### src/ippsc_pkg.sv
`default_nettype none
package ippsc_pkg;
    localparam int WORD_W = 16;
    localparam int LONG_W = 32;
    localparam int PIPE_DEPTH = 3;
    // Stage indices, B enters first, D is fully decoded
    localparam int STG_B = 0;
    localparam int STG_C = 1;
    localparam int STG_D = 2;
    // Status word field positions and reset value
    localparam int PSW_S_BIT = 13;
    localparam int PSW_M_BIT = 12;
    localparam logic [15:0] PSW_RESET = 16'h2700;
    // Address-space codes
    localparam logic [2:0] ASC_USER_DATA = 3'h1;
    localparam logic [2:0] ASC_USER_PROG = 3'h2;
    localparam logic [2:0] ASC_SUP_DATA = 3'h5;
    localparam logic [2:0] ASC_SUP_PROG = 3'h6;
    localparam logic [2:0] ASC_CPU = 3'h7;
    // Bus access kinds requested by the sequencer
    typedef enum logic [1:0]
    {
        IPPSC_ACC_DATA = 2'b00,
        IPPSC_ACC_PROG = 2'b01,
        IPPSC_ACC_CPU = 2'b10
    } ippsc_acc_t;
    typedef enum logic [1:0]
    {
        IPPSC_ST_NORMAL = 2'b00,
        IPPSC_ST_EXCEPT = 2'b01,
        IPPSC_ST_HALTED = 2'b10,
        IPPSC_ST_STOPPED = 2'b11
    } ippsc_state_t;
endpackage
`default_nettype wire

### src/ippsc_hold_reg.sv
`default_nettype none
module ippsc_hold_reg
    import ippsc_pkg::*;
(
    input wire logic clk,
    input wire logic rstn,
    input wire logic flush,
    input wire logic load,
    input wire logic [LONG_W-2:0] load_addr,
    input wire logic [LONG_W-1:0] load_data,
    input wire logic load_fault,
    input wire logic [LONG_W-2:0] req_addr,
    output logic hit,
    output logic [WORD_W-1:0] low_word,
    output logic low_fault
);
    logic valid;
    logic [LONG_W-2:0] tag;
    logic [WORD_W-1:0] low;
    logic fault;
    // Only an odd-word request can hit: it asks for the low half of the held long word
    wire same_long = (req_addr[LONG_W-2:1] == tag[LONG_W-2:1]);
    assign hit = valid && req_addr[0] && same_long;
    assign low_word = low;
    assign low_fault = fault;
    always_ff @(posedge clk or negedge rstn)
    begin
        if (!rstn)
        begin
            valid <= 1'b0;
            tag <= '0;
            low <= '0;
            fault <= 1'b0;
        end
        else if (load)
        begin
            valid <= 1'b1;
            tag <= load_addr;
            low <= load_data[WORD_W-1:0];
            fault <= load_fault;
        end
        else if (flush)
        begin
            valid <= 1'b0;
        end
    end
endmodule
`default_nettype wire

### src/ippsc_state_ctl.sv
`default_nettype none
module ippsc_state_ctl
    import ippsc_pkg::*;
(
    input wire logic clk,
    input wire logic rstn,
    input wire logic exc_req,
    input wire logic handler_start,
    input wire logic fault_err,
    input wire logic stop_exec,
    input wire logic wake,
    output ippsc_state_t state,
    output logic enter_exc
);
    ippsc_state_t next_state;
    assign enter_exc = (state == IPPSC_ST_NORMAL || state == IPPSC_ST_STOPPED) && exc_req;
    always_comb
    begin
        next_state = state;
        unique case (state)
            IPPSC_ST_NORMAL:
            begin
                if (exc_req)
                    next_state = IPPSC_ST_EXCEPT;
                else if (stop_exec)
                    next_state = IPPSC_ST_STOPPED;
            end
            IPPSC_ST_EXCEPT:
            begin
                if (fault_err)
                    next_state = IPPSC_ST_HALTED;
                else if (handler_start)
                    next_state = IPPSC_ST_NORMAL;
            end
            IPPSC_ST_STOPPED:
            begin
                if (exc_req)
                    next_state = IPPSC_ST_EXCEPT;
                else if (wake)
                    next_state = IPPSC_ST_NORMAL;
            end
            IPPSC_ST_HALTED:
            begin
                next_state = IPPSC_ST_HALTED;
            end
        endcase
    end
    always_ff @(posedge clk or negedge rstn)
    begin
        if (!rstn)
            state <= IPPSC_ST_NORMAL;
        else
            state <= next_state;
    end
endmodule
`default_nettype wire

### src/ippsc_top.sv
// Operation
// - Three 16-bit stages B, C, D
// - Word decoded only when in stage D
// - Abnormal-termination flag travels with each word
// - Stages load only on sequencer prefetch
// - Pipe fed from 32-bit holding register; here it keeps only the low word, the high word goes straight to B
// - Even fetch loads long, high word B
// - Next odd fetch served from holding register
// - Holding register works with cache disabled
// - Request to all three; hit aborts bus
// - Sequencer starts prefetches, controls validation
// - One bus controller; sequencer stalls on accesses
// - Unless halted, normal or exception processing; here stop is a fourth, separate state
// - Listed exception causes enter exception processing
// - Exception ends at handler's first instruction
// - Fault during exception processing halts device
// - Only external reset leaves halted state
// - Stop gives normal state without bus cycles; here a separate stopped state, and a prefetch already in flight still finishes
// - Supervisor bit picks privilege and stack
// - Address-space code driven on every access
// - User privileged attempt traps to supervisor
// - Emulated register fault continues, not restarts
// - Exception entry saves status, sets supervisor
// - Three-bit code encodes target address space
`default_nettype none
module ippsc_top
    import ippsc_pkg::*;
#(
    parameter int ADDR_W = 32
)
(
    input wire logic CORE_CLK,
    input wire logic RSTN,
    // Sequencer prefetch request, word address
    input wire logic PF_REQ,
    input wire logic [ADDR_W-2:0] PF_ADDR,
    input wire logic PF_VALIDATE,
    input wire logic D_CONSUME,
    // Instruction cache lookup
    output logic IC_REQ,
    input wire logic IC_ENABLE,
    input wire logic IC_HIT,
    input wire logic [LONG_W-1:0] IC_DATA,
    // Bus controller
    output logic BUS_REQ,
    output logic BUS_ABORT,
    output logic [2:0] ADDRESS_SPACE_CODE,
    input wire logic BUS_ACC_REQ,
    input wire logic [1:0] BUS_ACC_KIND,
    input wire logic BUS_DONE,
    input wire logic BUS_ERR,
    input wire logic [LONG_W-1:0] BUS_DATA,
    // Exception sources, faults, and handler, resume, stop and status word controls
    input wire logic INT_ACK,
    input wire logic TRACE_EXC,
    input wire logic TRAP_EXC,
    input wire logic COPRO_EXC,
    input wire logic OTHER_EXC,
    input wire logic ADDR_ERR,
    input wire logic PRIV_INSTR,
    input wire logic VREG_FAULT,
    input wire logic VREG_RESUME,
    input wire logic HANDLER_START,
    input wire logic STOP_EXEC,
    input wire logic STOP_WAKE,
    input wire logic PSW_WRITE,
    input wire logic [WORD_W-1:0] PSW_WDATA,
    // Pipe and state view
    output logic [WORD_W-1:0] STAGE_D_WORD,
    output logic STAGE_D_VALID,
    output logic STAGE_D_FAULT,
    output logic STAGE_B_VALID,
    output logic PF_DONE,
    output logic SEQ_STALL,
    output logic [WORD_W-1:0] PROC_STATUS_WORD,
    output logic [WORD_W-1:0] SAVED_STATUS_WORD,
    output logic SUPERVISOR,
    output logic SEL_SUPERVISOR_STACK,
    output logic PRIV_TRAP,
    output logic CONTINUE_PENDING,
    output logic [1:0] PROC_STATE
);
    // ******************************************************
    // Processing state
    // ******************************************************
    ippsc_state_t state;
    logic enter_exc;
    logic priv_trap;
    logic bus_fault;

    wire exc_cause = INT_ACK | TRACE_EXC | TRAP_EXC | BUS_ERR | COPRO_EXC | OTHER_EXC | priv_trap
                     | VREG_FAULT;
    wire in_exc = (state == IPPSC_ST_EXCEPT);
    wire halted = (state == IPPSC_ST_HALTED);
    wire stopped = (state == IPPSC_ST_STOPPED);
    assign bus_fault = BUS_ERR | ADDR_ERR;

    ippsc_state_ctl u_state
    (
        .clk(CORE_CLK),
        .rstn(RSTN),
        .exc_req(exc_cause),
        .handler_start(HANDLER_START),
        .fault_err(bus_fault),
        .stop_exec(STOP_EXEC),
        .wake(STOP_WAKE),
        .state(state),
        .enter_exc(enter_exc)
    );
    assign PROC_STATE = state;

    // ******************************************************
    // Privilege and status word
    // ******************************************************
    logic [WORD_W-1:0] psw;
    logic [WORD_W-1:0] saved_psw;
    logic cont_pend;
    wire sup = psw[PSW_S_BIT];

    // A user attempt at a privileged resource becomes an exception cause
    assign priv_trap = PRIV_INSTR && !sup;
    always_ff @(posedge CORE_CLK or negedge RSTN)
    begin
        if (!RSTN)
        begin
            psw <= PSW_RESET;
            saved_psw <= '0;
        end
        else if (enter_exc)
        begin
            saved_psw <= psw;
            psw[PSW_S_BIT] <= 1'b1;
            if (INT_ACK)
                psw[PSW_M_BIT] <= 1'b0;
        end
        else if (PSW_WRITE && sup && !halted)
        begin
            psw <= PSW_WDATA;
        end
    end
    // Resume point kept so the faulted access continues instead of restarting
    always_ff @(posedge CORE_CLK or negedge RSTN)
    begin
        if (!RSTN)
            cont_pend <= 1'b0;
        else if (enter_exc && VREG_FAULT)
            cont_pend <= 1'b1;
        else if (VREG_RESUME)
            cont_pend <= 1'b0;
    end
    assign PROC_STATUS_WORD = psw;
    assign SAVED_STATUS_WORD = saved_psw;
    assign SUPERVISOR = sup;
    assign SEL_SUPERVISOR_STACK = sup;
    assign PRIV_TRAP = priv_trap;
    assign CONTINUE_PENDING = cont_pend;

    // ******************************************************
    // Prefetch request and holding register
    // ******************************************************
    logic pf_busy;
    logic [ADDR_W-2:0] pf_addr;
    logic hold_hit;
    logic hold_match;
    logic [WORD_W-1:0] hold_low;
    logic hold_low_fault;
    logic fetch_ok;
    logic [LONG_W-1:0] fetch_data;
    logic fetch_fault;
    logic fetch_done;

    // No prefetch starts while stopped or halted; only one already in flight can still request the bus then
    wire pf_go = PF_REQ && !pf_busy && !halted && !stopped;
    wire cache_hit = IC_ENABLE && IC_HIT && !pf_addr[0];
    assign fetch_done = pf_busy && !hold_hit && (cache_hit || BUS_DONE);
    assign fetch_data = cache_hit ? IC_DATA : BUS_DATA;
    assign fetch_fault = !cache_hit && BUS_ERR;
    assign fetch_ok = fetch_done && !pf_addr[0];

    ippsc_hold_reg u_hold
    (
        .clk(CORE_CLK),
        .rstn(RSTN),
        .flush(enter_exc),
        .load(fetch_ok),
        .load_addr(pf_addr),
        .load_data(fetch_data),
        .load_fault(fetch_fault),
        .req_addr(pf_addr),
        .hit(hold_match),
        .low_word(hold_low),
        .low_fault(hold_low_fault)
    );

    always_ff @(posedge CORE_CLK or negedge RSTN)
    begin
        if (!RSTN)
        begin
            pf_busy <= 1'b0;
            pf_addr <= '0;
        end
        else if (enter_exc)
        begin
            pf_busy <= 1'b0;
        end
        else if (pf_go)
        begin
            pf_busy <= 1'b1;
            pf_addr <= PF_ADDR;
        end
        else if (hold_hit || fetch_done)
        begin
            pf_busy <= 1'b0;
        end
    end

    // Stale odd pf_addr must not hit again
    assign hold_hit = pf_busy && hold_match;
    // Presented to all three sources together; a hold hit kills the bus cycle
    assign IC_REQ = pf_busy && IC_ENABLE;
    assign BUS_REQ = (pf_busy && !cache_hit && !hold_hit) || (BUS_ACC_REQ && !stopped && !halted);
    assign BUS_ABORT = pf_busy && hold_hit;
    assign PF_DONE = hold_hit || fetch_done;
    assign SEQ_STALL = pf_busy || (BUS_ACC_REQ && !BUS_DONE);

    // ******************************************************
    // Address-space code
    // ******************************************************
    ippsc_acc_t acc;
    assign acc = pf_busy ? IPPSC_ACC_PROG : ippsc_acc_t'(BUS_ACC_KIND);

    wire sup_ref = sup || in_exc;
    wire [2:0] asc_prog = sup_ref ? ASC_SUP_PROG : ASC_USER_PROG;
    wire [2:0] asc_data = sup_ref ? ASC_SUP_DATA : ASC_USER_DATA;
    assign ADDRESS_SPACE_CODE = (acc == IPPSC_ACC_CPU) ? ASC_CPU :
                                (acc == IPPSC_ACC_PROG) ? asc_prog : asc_data;

    // ******************************************************
    // Instruction pipe B -> C -> D
    // ******************************************************
    logic [WORD_W-1:0] stg_word [PIPE_DEPTH];
    logic [PIPE_DEPTH-1:0] stg_valid;
    logic [PIPE_DEPTH-1:0] stg_fault;
    logic [PIPE_DEPTH-1:0] stg_move;

    wire new_word = hold_hit || fetch_done;
    wire [WORD_W-1:0] in_word = hold_hit ? hold_low : fetch_data[LONG_W-1:WORD_W];
    wire in_fault = hold_hit ? hold_low_fault : fetch_fault;
    wire in_word_sel = hold_hit ? 1'b1 : !pf_addr[0];
    // An odd fetch that missed the holding register takes the low half of the long word
    wire [WORD_W-1:0] stage_in = in_word_sel ? in_word : fetch_data[WORD_W-1:0];
    // Stage D empties on consume; C and D advance only into an empty or emptying slot, B loads on every validated new word
    assign stg_move[STG_D] = stg_valid[STG_C] && (!stg_valid[STG_D] || D_CONSUME);
    assign stg_move[STG_C] = stg_valid[STG_B] && (!stg_valid[STG_C] || stg_move[STG_D]);
    assign stg_move[STG_B] = new_word && PF_VALIDATE;
    genvar gi;
    generate
        for (gi = 0; gi < PIPE_DEPTH; gi++)
        begin : g_stage
            logic next_valid;
            logic fill;
            logic drain;
            assign fill = stg_move[gi];
            assign drain = (gi == STG_D) ? D_CONSUME : stg_move[(gi + 1) % PIPE_DEPTH];
            assign next_valid = fill | (stg_valid[gi] & !drain);
            always_ff @(posedge CORE_CLK or negedge RSTN)
            begin
                if (!RSTN)
                begin
                    stg_valid[gi] <= 1'b0;
                    stg_word[gi] <= '0;
                    stg_fault[gi] <= 1'b0;
                end
                else if (enter_exc)
                begin
                    stg_valid[gi] <= 1'b0;
                end
                else
                begin
                    stg_valid[gi] <= next_valid;
                    if (fill)
                    begin
                        if (gi == STG_B)
                        begin
                            stg_word[gi] <= stage_in;
                            stg_fault[gi] <= in_fault;
                        end
                        else
                        begin
                            stg_word[gi] <= stg_word[(gi + PIPE_DEPTH - 1) % PIPE_DEPTH];
                            stg_fault[gi] <= stg_fault[(gi + PIPE_DEPTH - 1) % PIPE_DEPTH];
                        end
                    end
                end
            end
        end
    endgenerate
    // Only stage D counts as decoded
    assign STAGE_D_WORD = stg_word[STG_D];
    assign STAGE_D_VALID = stg_valid[STG_D];
    assign STAGE_D_FAULT = stg_fault[STG_D];
    assign STAGE_B_VALID = stg_valid[STG_B];
endmodule
`default_nettype wire

### config.mk
export PLATFORM = sky130hd
export DESIGN_NAME = ippsc_top
export DESIGN_NICKNAME = d
export VERILOG_FILES = /design/src/ippsc_pkg.sv /design/src/ippsc_hold_reg.sv /design/src/ippsc_state_ctl.sv /design/src/ippsc_top.sv
export SDC_FILE = /design/constraint.sdc
export NUM_CORES = 1
export LEC_CHECK = 0
export CAP_MARGIN = 20
export CORE_MARGIN = 2
export CORE_UTILIZATION = 50
export DETAILED_ROUTE_END_ITERATION = 7
export DONT_BUFFER_PORTS = 1
export PLACE_DENSITY = 0.69
export SLEW_MARGIN = 20
export SYNTH_ARGS = -nofsm -noshare
export SYNTH_HDL_FRONTEND = slang
export SYNTH_HIERARCHICAL = 1
export SYNTH_SLANG_ARGS = --single-unit
### constraint.sdc
create_clock -name CORE_CLK -period 2.2 [get_ports CORE_CLK]
set_clock_uncertainty 0.1 [all_clocks]
set_input_delay 0.33 -clock CORE_CLK [delete_from_list [all_inputs] [get_ports CORE_CLK]]
set_output_delay 0.33 -clock CORE_CLK [all_outputs]
set_load 0.01 [all_outputs]
Word-level counts from Yosys, hierarchy flattened. Index checks and enable logic that the tools add are counted.

Bits in registers: 170. Latch bits: 0. RAM bits: 0. Memory bits (read-only): 0. Input bits: 136. Memories kept: 0.

Add/subtract/negate cells: 0. $mul: 0. Divide/modulo/power cells: 0. Magnitude comparators: 0. Eq/ne operators: 10. Shifts and indexed selects: 0. Mux-type cells: 30. Bitwise operators: 15. Reductions and logical operators: 60.

Operators by type and width (count): two-way mux 16 bit (2); two-way mux 32 bit (1); == test 30 bit (1); logical AND 1 bit (27); two-way mux 2 bit (8); two-way mux 14 bit (1); logical NOT 1 bit (13); two-way mux 1 bit (13); two-way mux 3 bit (4); AND reduction 2 bit (6); OR 1 bit (11); logical OR 1 bit (8); case mux 2 bit (4 select lines) (1); == test 2 bit, second input constant (3); != test 3 x 2 -> 1 bit, second input constant (2); nonzero test 2 bit (3); == test 2 x 1 -> 1 bit, second input constant (2); bitwise AND 1 bit (3); != test 3 bit, second input constant (1); AND reduction 3 bit (1); nonzero test 3 bit (1); logical NOT 2 bit (1); != test 2 bit, second input constant (1); NOT 1 bit (1).

Logic depth before layout (Yosys ltp).
Depth after elaboration: 10. Mapped depth: 11. Depth with buffers taken out: 8.

Modules after synthesis. Netlist, hierarchy kept.

Modules (own cells, without submodules): ippsc_top (instances 1, cells an instance 483, area an instance 5644.2 um2, sequential area each 2982.9 um2); ippsc_hold_reg (instances 1, cells an instance 143, area an instance 2102.0 um2, sequential area each 1201.2 um2); ippsc_state_ctl (instances 1, cells an instance 20, area an instance 196.4 um2, sequential area each 50.0 um2).

Least setup slack after synthesis. Ideal clock, no wire load.

Path type: register -> register. Start point: register psw[13], in the netlist PROC_STATUS_WORD[13]. End point: register stg_word, in the netlist STAGE_D_WORD[10]. Setup time: 0.125 ns. Arrival: 2.319 ns. Slack: -0.343 ns. Cell stages (with the launch flop): 9. Clock period less this slack: 2.543 ns. Cells stage by stage: dfstp_2 nor2b_1 nor3_1 nand3_1 nor2b_1 buf_2 nor3b_2 buf_4 mux2_2.

Cells in the longest elaborated chain, start to end: 7.

Ends and longest elaborated chain: from (decl) (line ippsc_top.sv:115) `logic [WORD_W-1:0] psw;`; from (signal assigned) (line ippsc_top.sv:126) `psw <= PSW_RESET;`; from (signal, indexed assignment) (line ippsc_top.sv:132) `psw[PSW_S_BIT] <= 1'b1;`; from (signal, indexed assignment) (line ippsc_top.sv:134) `psw[PSW_M_BIT] <= 1'b0;`; logical NOT 1 bit (line ippsc_top.sv:121) `assign priv_trap = PRIV_INSTR && !sup;`; logical AND 1 bit (line ippsc_top.sv:121); net PRIV_TRAP (line ippsc_top.sv:79) `output logic PRIV_TRAP,`; OR 1 bit (line ippsc_top.sv:91) `wire exc_cause = INT_ACK | TRACE_EXC | TRAP_EXC | BUS_ERR | COPRO_EXC | OTHER_EXC | priv_trap`; OR 1 bit (line ippsc_top.sv:92) `| VREG_FAULT;`; net exc_cause (line ippsc_top.sv:91); logical AND 1 bit (line ippsc_state_ctl.sv:16) `assign enter_exc = (state == IPPSC_ST_NORMAL || state == IPPSC_ST_STOPPED) && exc_req;`; net enter_exc (line ippsc_top.sv:87) `logic enter_exc;`; NOT 1 bit (no line); AND reduction 2 bit (no line); to (signal, indexed assignment) (line ippsc_top.sv:285) `stg_word[gi] <= stage_in;`; to (signal, indexed assignment) (line ippsc_top.sv:290) `stg_word[gi] <= stg_word[(gi + PIPE_DEPTH - 1) % PIPE_DEPTH];`; to (decl) (line ippsc_top.sv:241) `logic [WORD_W-1:0] stg_word [PIPE_DEPTH];`.

The timed path passes the listed nets, and every way through them passes these cells. A chain may end at the register's enable or synchronous reset.

Final worst setup path.
Start point: register pf_addr[1]. End point: output PF_DONE.

Cells in the longest elaborated chain, start to end: 7.

Ends and longest elaborated chain: from (decl) (line ippsc_top.sv:162) `logic [ADDR_W-2:0] pf_addr;`; from (signal assigned) (line ippsc_top.sv:200) `pf_addr <= '0;`; from (signal assigned) (line ippsc_top.sv:209) `pf_addr <= PF_ADDR;`; == test 30 bit (*) (line ippsc_hold_reg.sv:22) `wire same_long = (req_addr[LONG_W-2:1] == tag[LONG_W-2:1]);`; logical AND 1 bit (*) (line ippsc_hold_reg.sv:23) `assign hit = valid && req_addr[0] && same_long;`; net hold_match (line ippsc_top.sv:164) `logic hold_match;`; logical AND 1 bit (*) (line ippsc_top.sv:218) `assign hold_hit = pf_busy && hold_match;`; logical NOT 1 bit (line ippsc_top.sv:175) `assign fetch_done = pf_busy && !hold_hit && (cache_hit || BUS_DONE);`; logical AND 1 bit (2 in a row) (line ippsc_top.sv:175); logical OR 1 bit (*) (line ippsc_top.sv:223) `assign PF_DONE = hold_hit || fetch_done;`; to (decl) (line ippsc_top.sv:73) `output logic PF_DONE,`.

The timed path passes the listed nets; every way through them passes the cells marked *.

==> reports/metrics.yaml <==
placed_design:
  portBuffers: 0
  pre_cts_ws_ps: -178
  gp_congestion: 0.858
  hpwl_mm: 11.9
  dp.cells: 808
setup_path:
  max_stage_delay_ps: 390
  crit_required_ps: 1770
  path_class: "flip-flop to output pin"
  critPathMaxFanout: 3
  cp_cell_sequence: "xor2_1 -> nor4_1 -> nand4_1 -> nor4_4 -> buf_4 -> buf_6 -> o31a_1"
  slowest_stage: "dfrtp_1"
  critPathCaptureType: "output pin"
  timing.critical_path.from_type: "flip-flop"
  rrSetupSlack_ps: -520
  arrival_ps: 2330
cells_and_area:
  multi_input_comb_area_um2: 3450
  seqCellArea_um2: 4240
  diodes: 0
  final_common_cell: "dfrtp_1"
  syn_to_final_growth_pct: 34.0
  fillCellCount: 1066
  layout_common_cells: "163 x dfrtp_1, 100 x mux2_2, 54 x dlygate4sd3_1, 44 x buf_4, 41 x mux2_4"
  final_cells: 939
  fin_nets: 880
  drive_above_1_share: 0.405
sta:
  tightestPinTransition_ps: 512
  period_share: 1.25
  final_hold_viol_count: 169
  fmax_mhz: 363
  slew_violations: 0
  final.setup.worst_slack_ps: -558
  period_minus_slack_ps: 2760
  setup_viol: 73
  slew_headroom: 0.658
  rsz0062_at_grt: "yes"
  hold_slack_ps: -510
detailed_routing:
  drcViolationCount: 0
  drtAntennaViolNets: 0
  num_vias: 5462
  firstDrtPassIters: 5
  vias_per_cell: 5.82
  drt_first_iter_violations: 236
  drt_wl_total_mm: 21.0
  wl_per_cell_um: 22.4
power_and_ir_drop:
  leakage_nw: 5.05
  ir_drop_mv: 0.703
  power_density_nw_per_um2: 626
die:
  die_height_um: 129
  initial_core_util: 0.511
  dieArea_um2: 16500
  io_pins: 201
  fp.dieW_um: 129
  core_area_um2: 15200
  rows: 45
clock_tree:
  root_buffer: "clkbuf_16"
  clk_path_buf_depth: 2
  clk_latency_ps: 440
  clock_sinks: 169
  cts_buffers: 17
  cts.hold.buffers_added: 54
  cts_tree: "done"
  path_clk_slew_ps: 70
  cts_max_level: 4
global_route:
  grt_overflow_total: 0
  grt_max_degree: 170
  grt_pass1_vias: 5662
  antenna_found_initial: 0
  grt_pass1_wl_mm: 29.7
  track_usage: 0.238
synthesis:
  ys_warn_count: 6
  syn_avg_cell_area_um2: 12.3
  synth_cells: 630
  syn_nets: 772
  syn_area_um2: 7760
job:
  maxCapViolations: 0
outcome:
  status: "finished with violations"
  violations: "hold timing, setup timing"
min_path:
  hold_class: "input port to async pin"
[routing by layer]
metal  vias up  track usage  part of all wire
met5         -            0                 0
met4         0       0.0991             0.021
met3        38       0.0603             0.044
met2       176        0.427              0.55
met1      2832        0.271              0.38
li1       2416            -                 -
[area by class of cell]
class	instances	share of cell area
Inverter	29	0.0105
Timing Repair Buffer	145	0.168
Clock buffer	17	0.0409
Sequential cell	169	0.407
Clock inverter	15	0.0194
Tap cell	188	0.0226
Multi-Input combinational cell	376	0.331
[where the power goes]
| group | switching (mW) | internal [mW] | total, mW |
|---|---|---|---|
| sequential | 0.00105 | 3.11 | 3.11 |
| combinational | 0.0998 | 0.117 | 0.217 |
| clock | 1.35 | 1.84 | 3.19 |
| total | 1.45 | 5.06 | 6.51 |
[timing repair]
item                                    in CTS  in global routing
pin swaps                                    9                 12
cloned                                      12                  5
resized for setup                           34                 74
endpoints found under the setup margin      68                119
endpoints found under the hold margin      221                169
buffers inserted                            19                 14
[final timing paths]
path / cells after the start / start / to
worst max-delay path: 7 / pf_addr[1] / PF_DONE
worst min-delay path: 0 / RSTN / u_hold/tag[14]
worst max register to register: 12 / u_hold/tag[13] / u_hold/low_word[9]
worst min register to register: 1 / u_hold/valid / u_hold/valid
max in group asynchronous: 0 / RSTN / PROC_STATUS_WORD[13]
min in group CORE_CLK: 2 / IC_DATA[22] / stg_word[38]
[through the flow]
step / total power [mW] / TNS [ps] / cell area, um^2 / util
after floorplan: 3.26 / -7650 / 7840 / -
after global placement: 3.28 / -4470 / 8140 / 0.535
after detailed placement: 3.29 / -8260 / 8140 / 0.535
after CTS: 6.54 / -20360 / 9900 / 0.651
after global routing: 6.71 / -36590 / 10400 / 0.684
final: 6.51 / -30350 / 10400 / 0.684
[state kept, by name, summed over array words and instances, names as in the netlist, 2 cells and up]
signal and flops:
PROC_STATUS_WORD 16, SAVED_STATUS_WORD 16, STAGE_D_WORD 16, pf_addr 31
stg_fault 2, stg_word 32, u_hold/low_word 16, u_hold/tag 30
u_state/state 2
[critical path, delay by kind of cell, from the launching register on]
kind / cells / cell delay [ps]
XOR/XNOR: 1 / 180
buffers and inverters: 2 / 280
AND/OR/NAND/NOR: 3 / 780
AO/OA/AOI/OAI: 1 / 270
flip-flops: 1 / 390
Note: power is estimated with default switching activity, not from simulation.
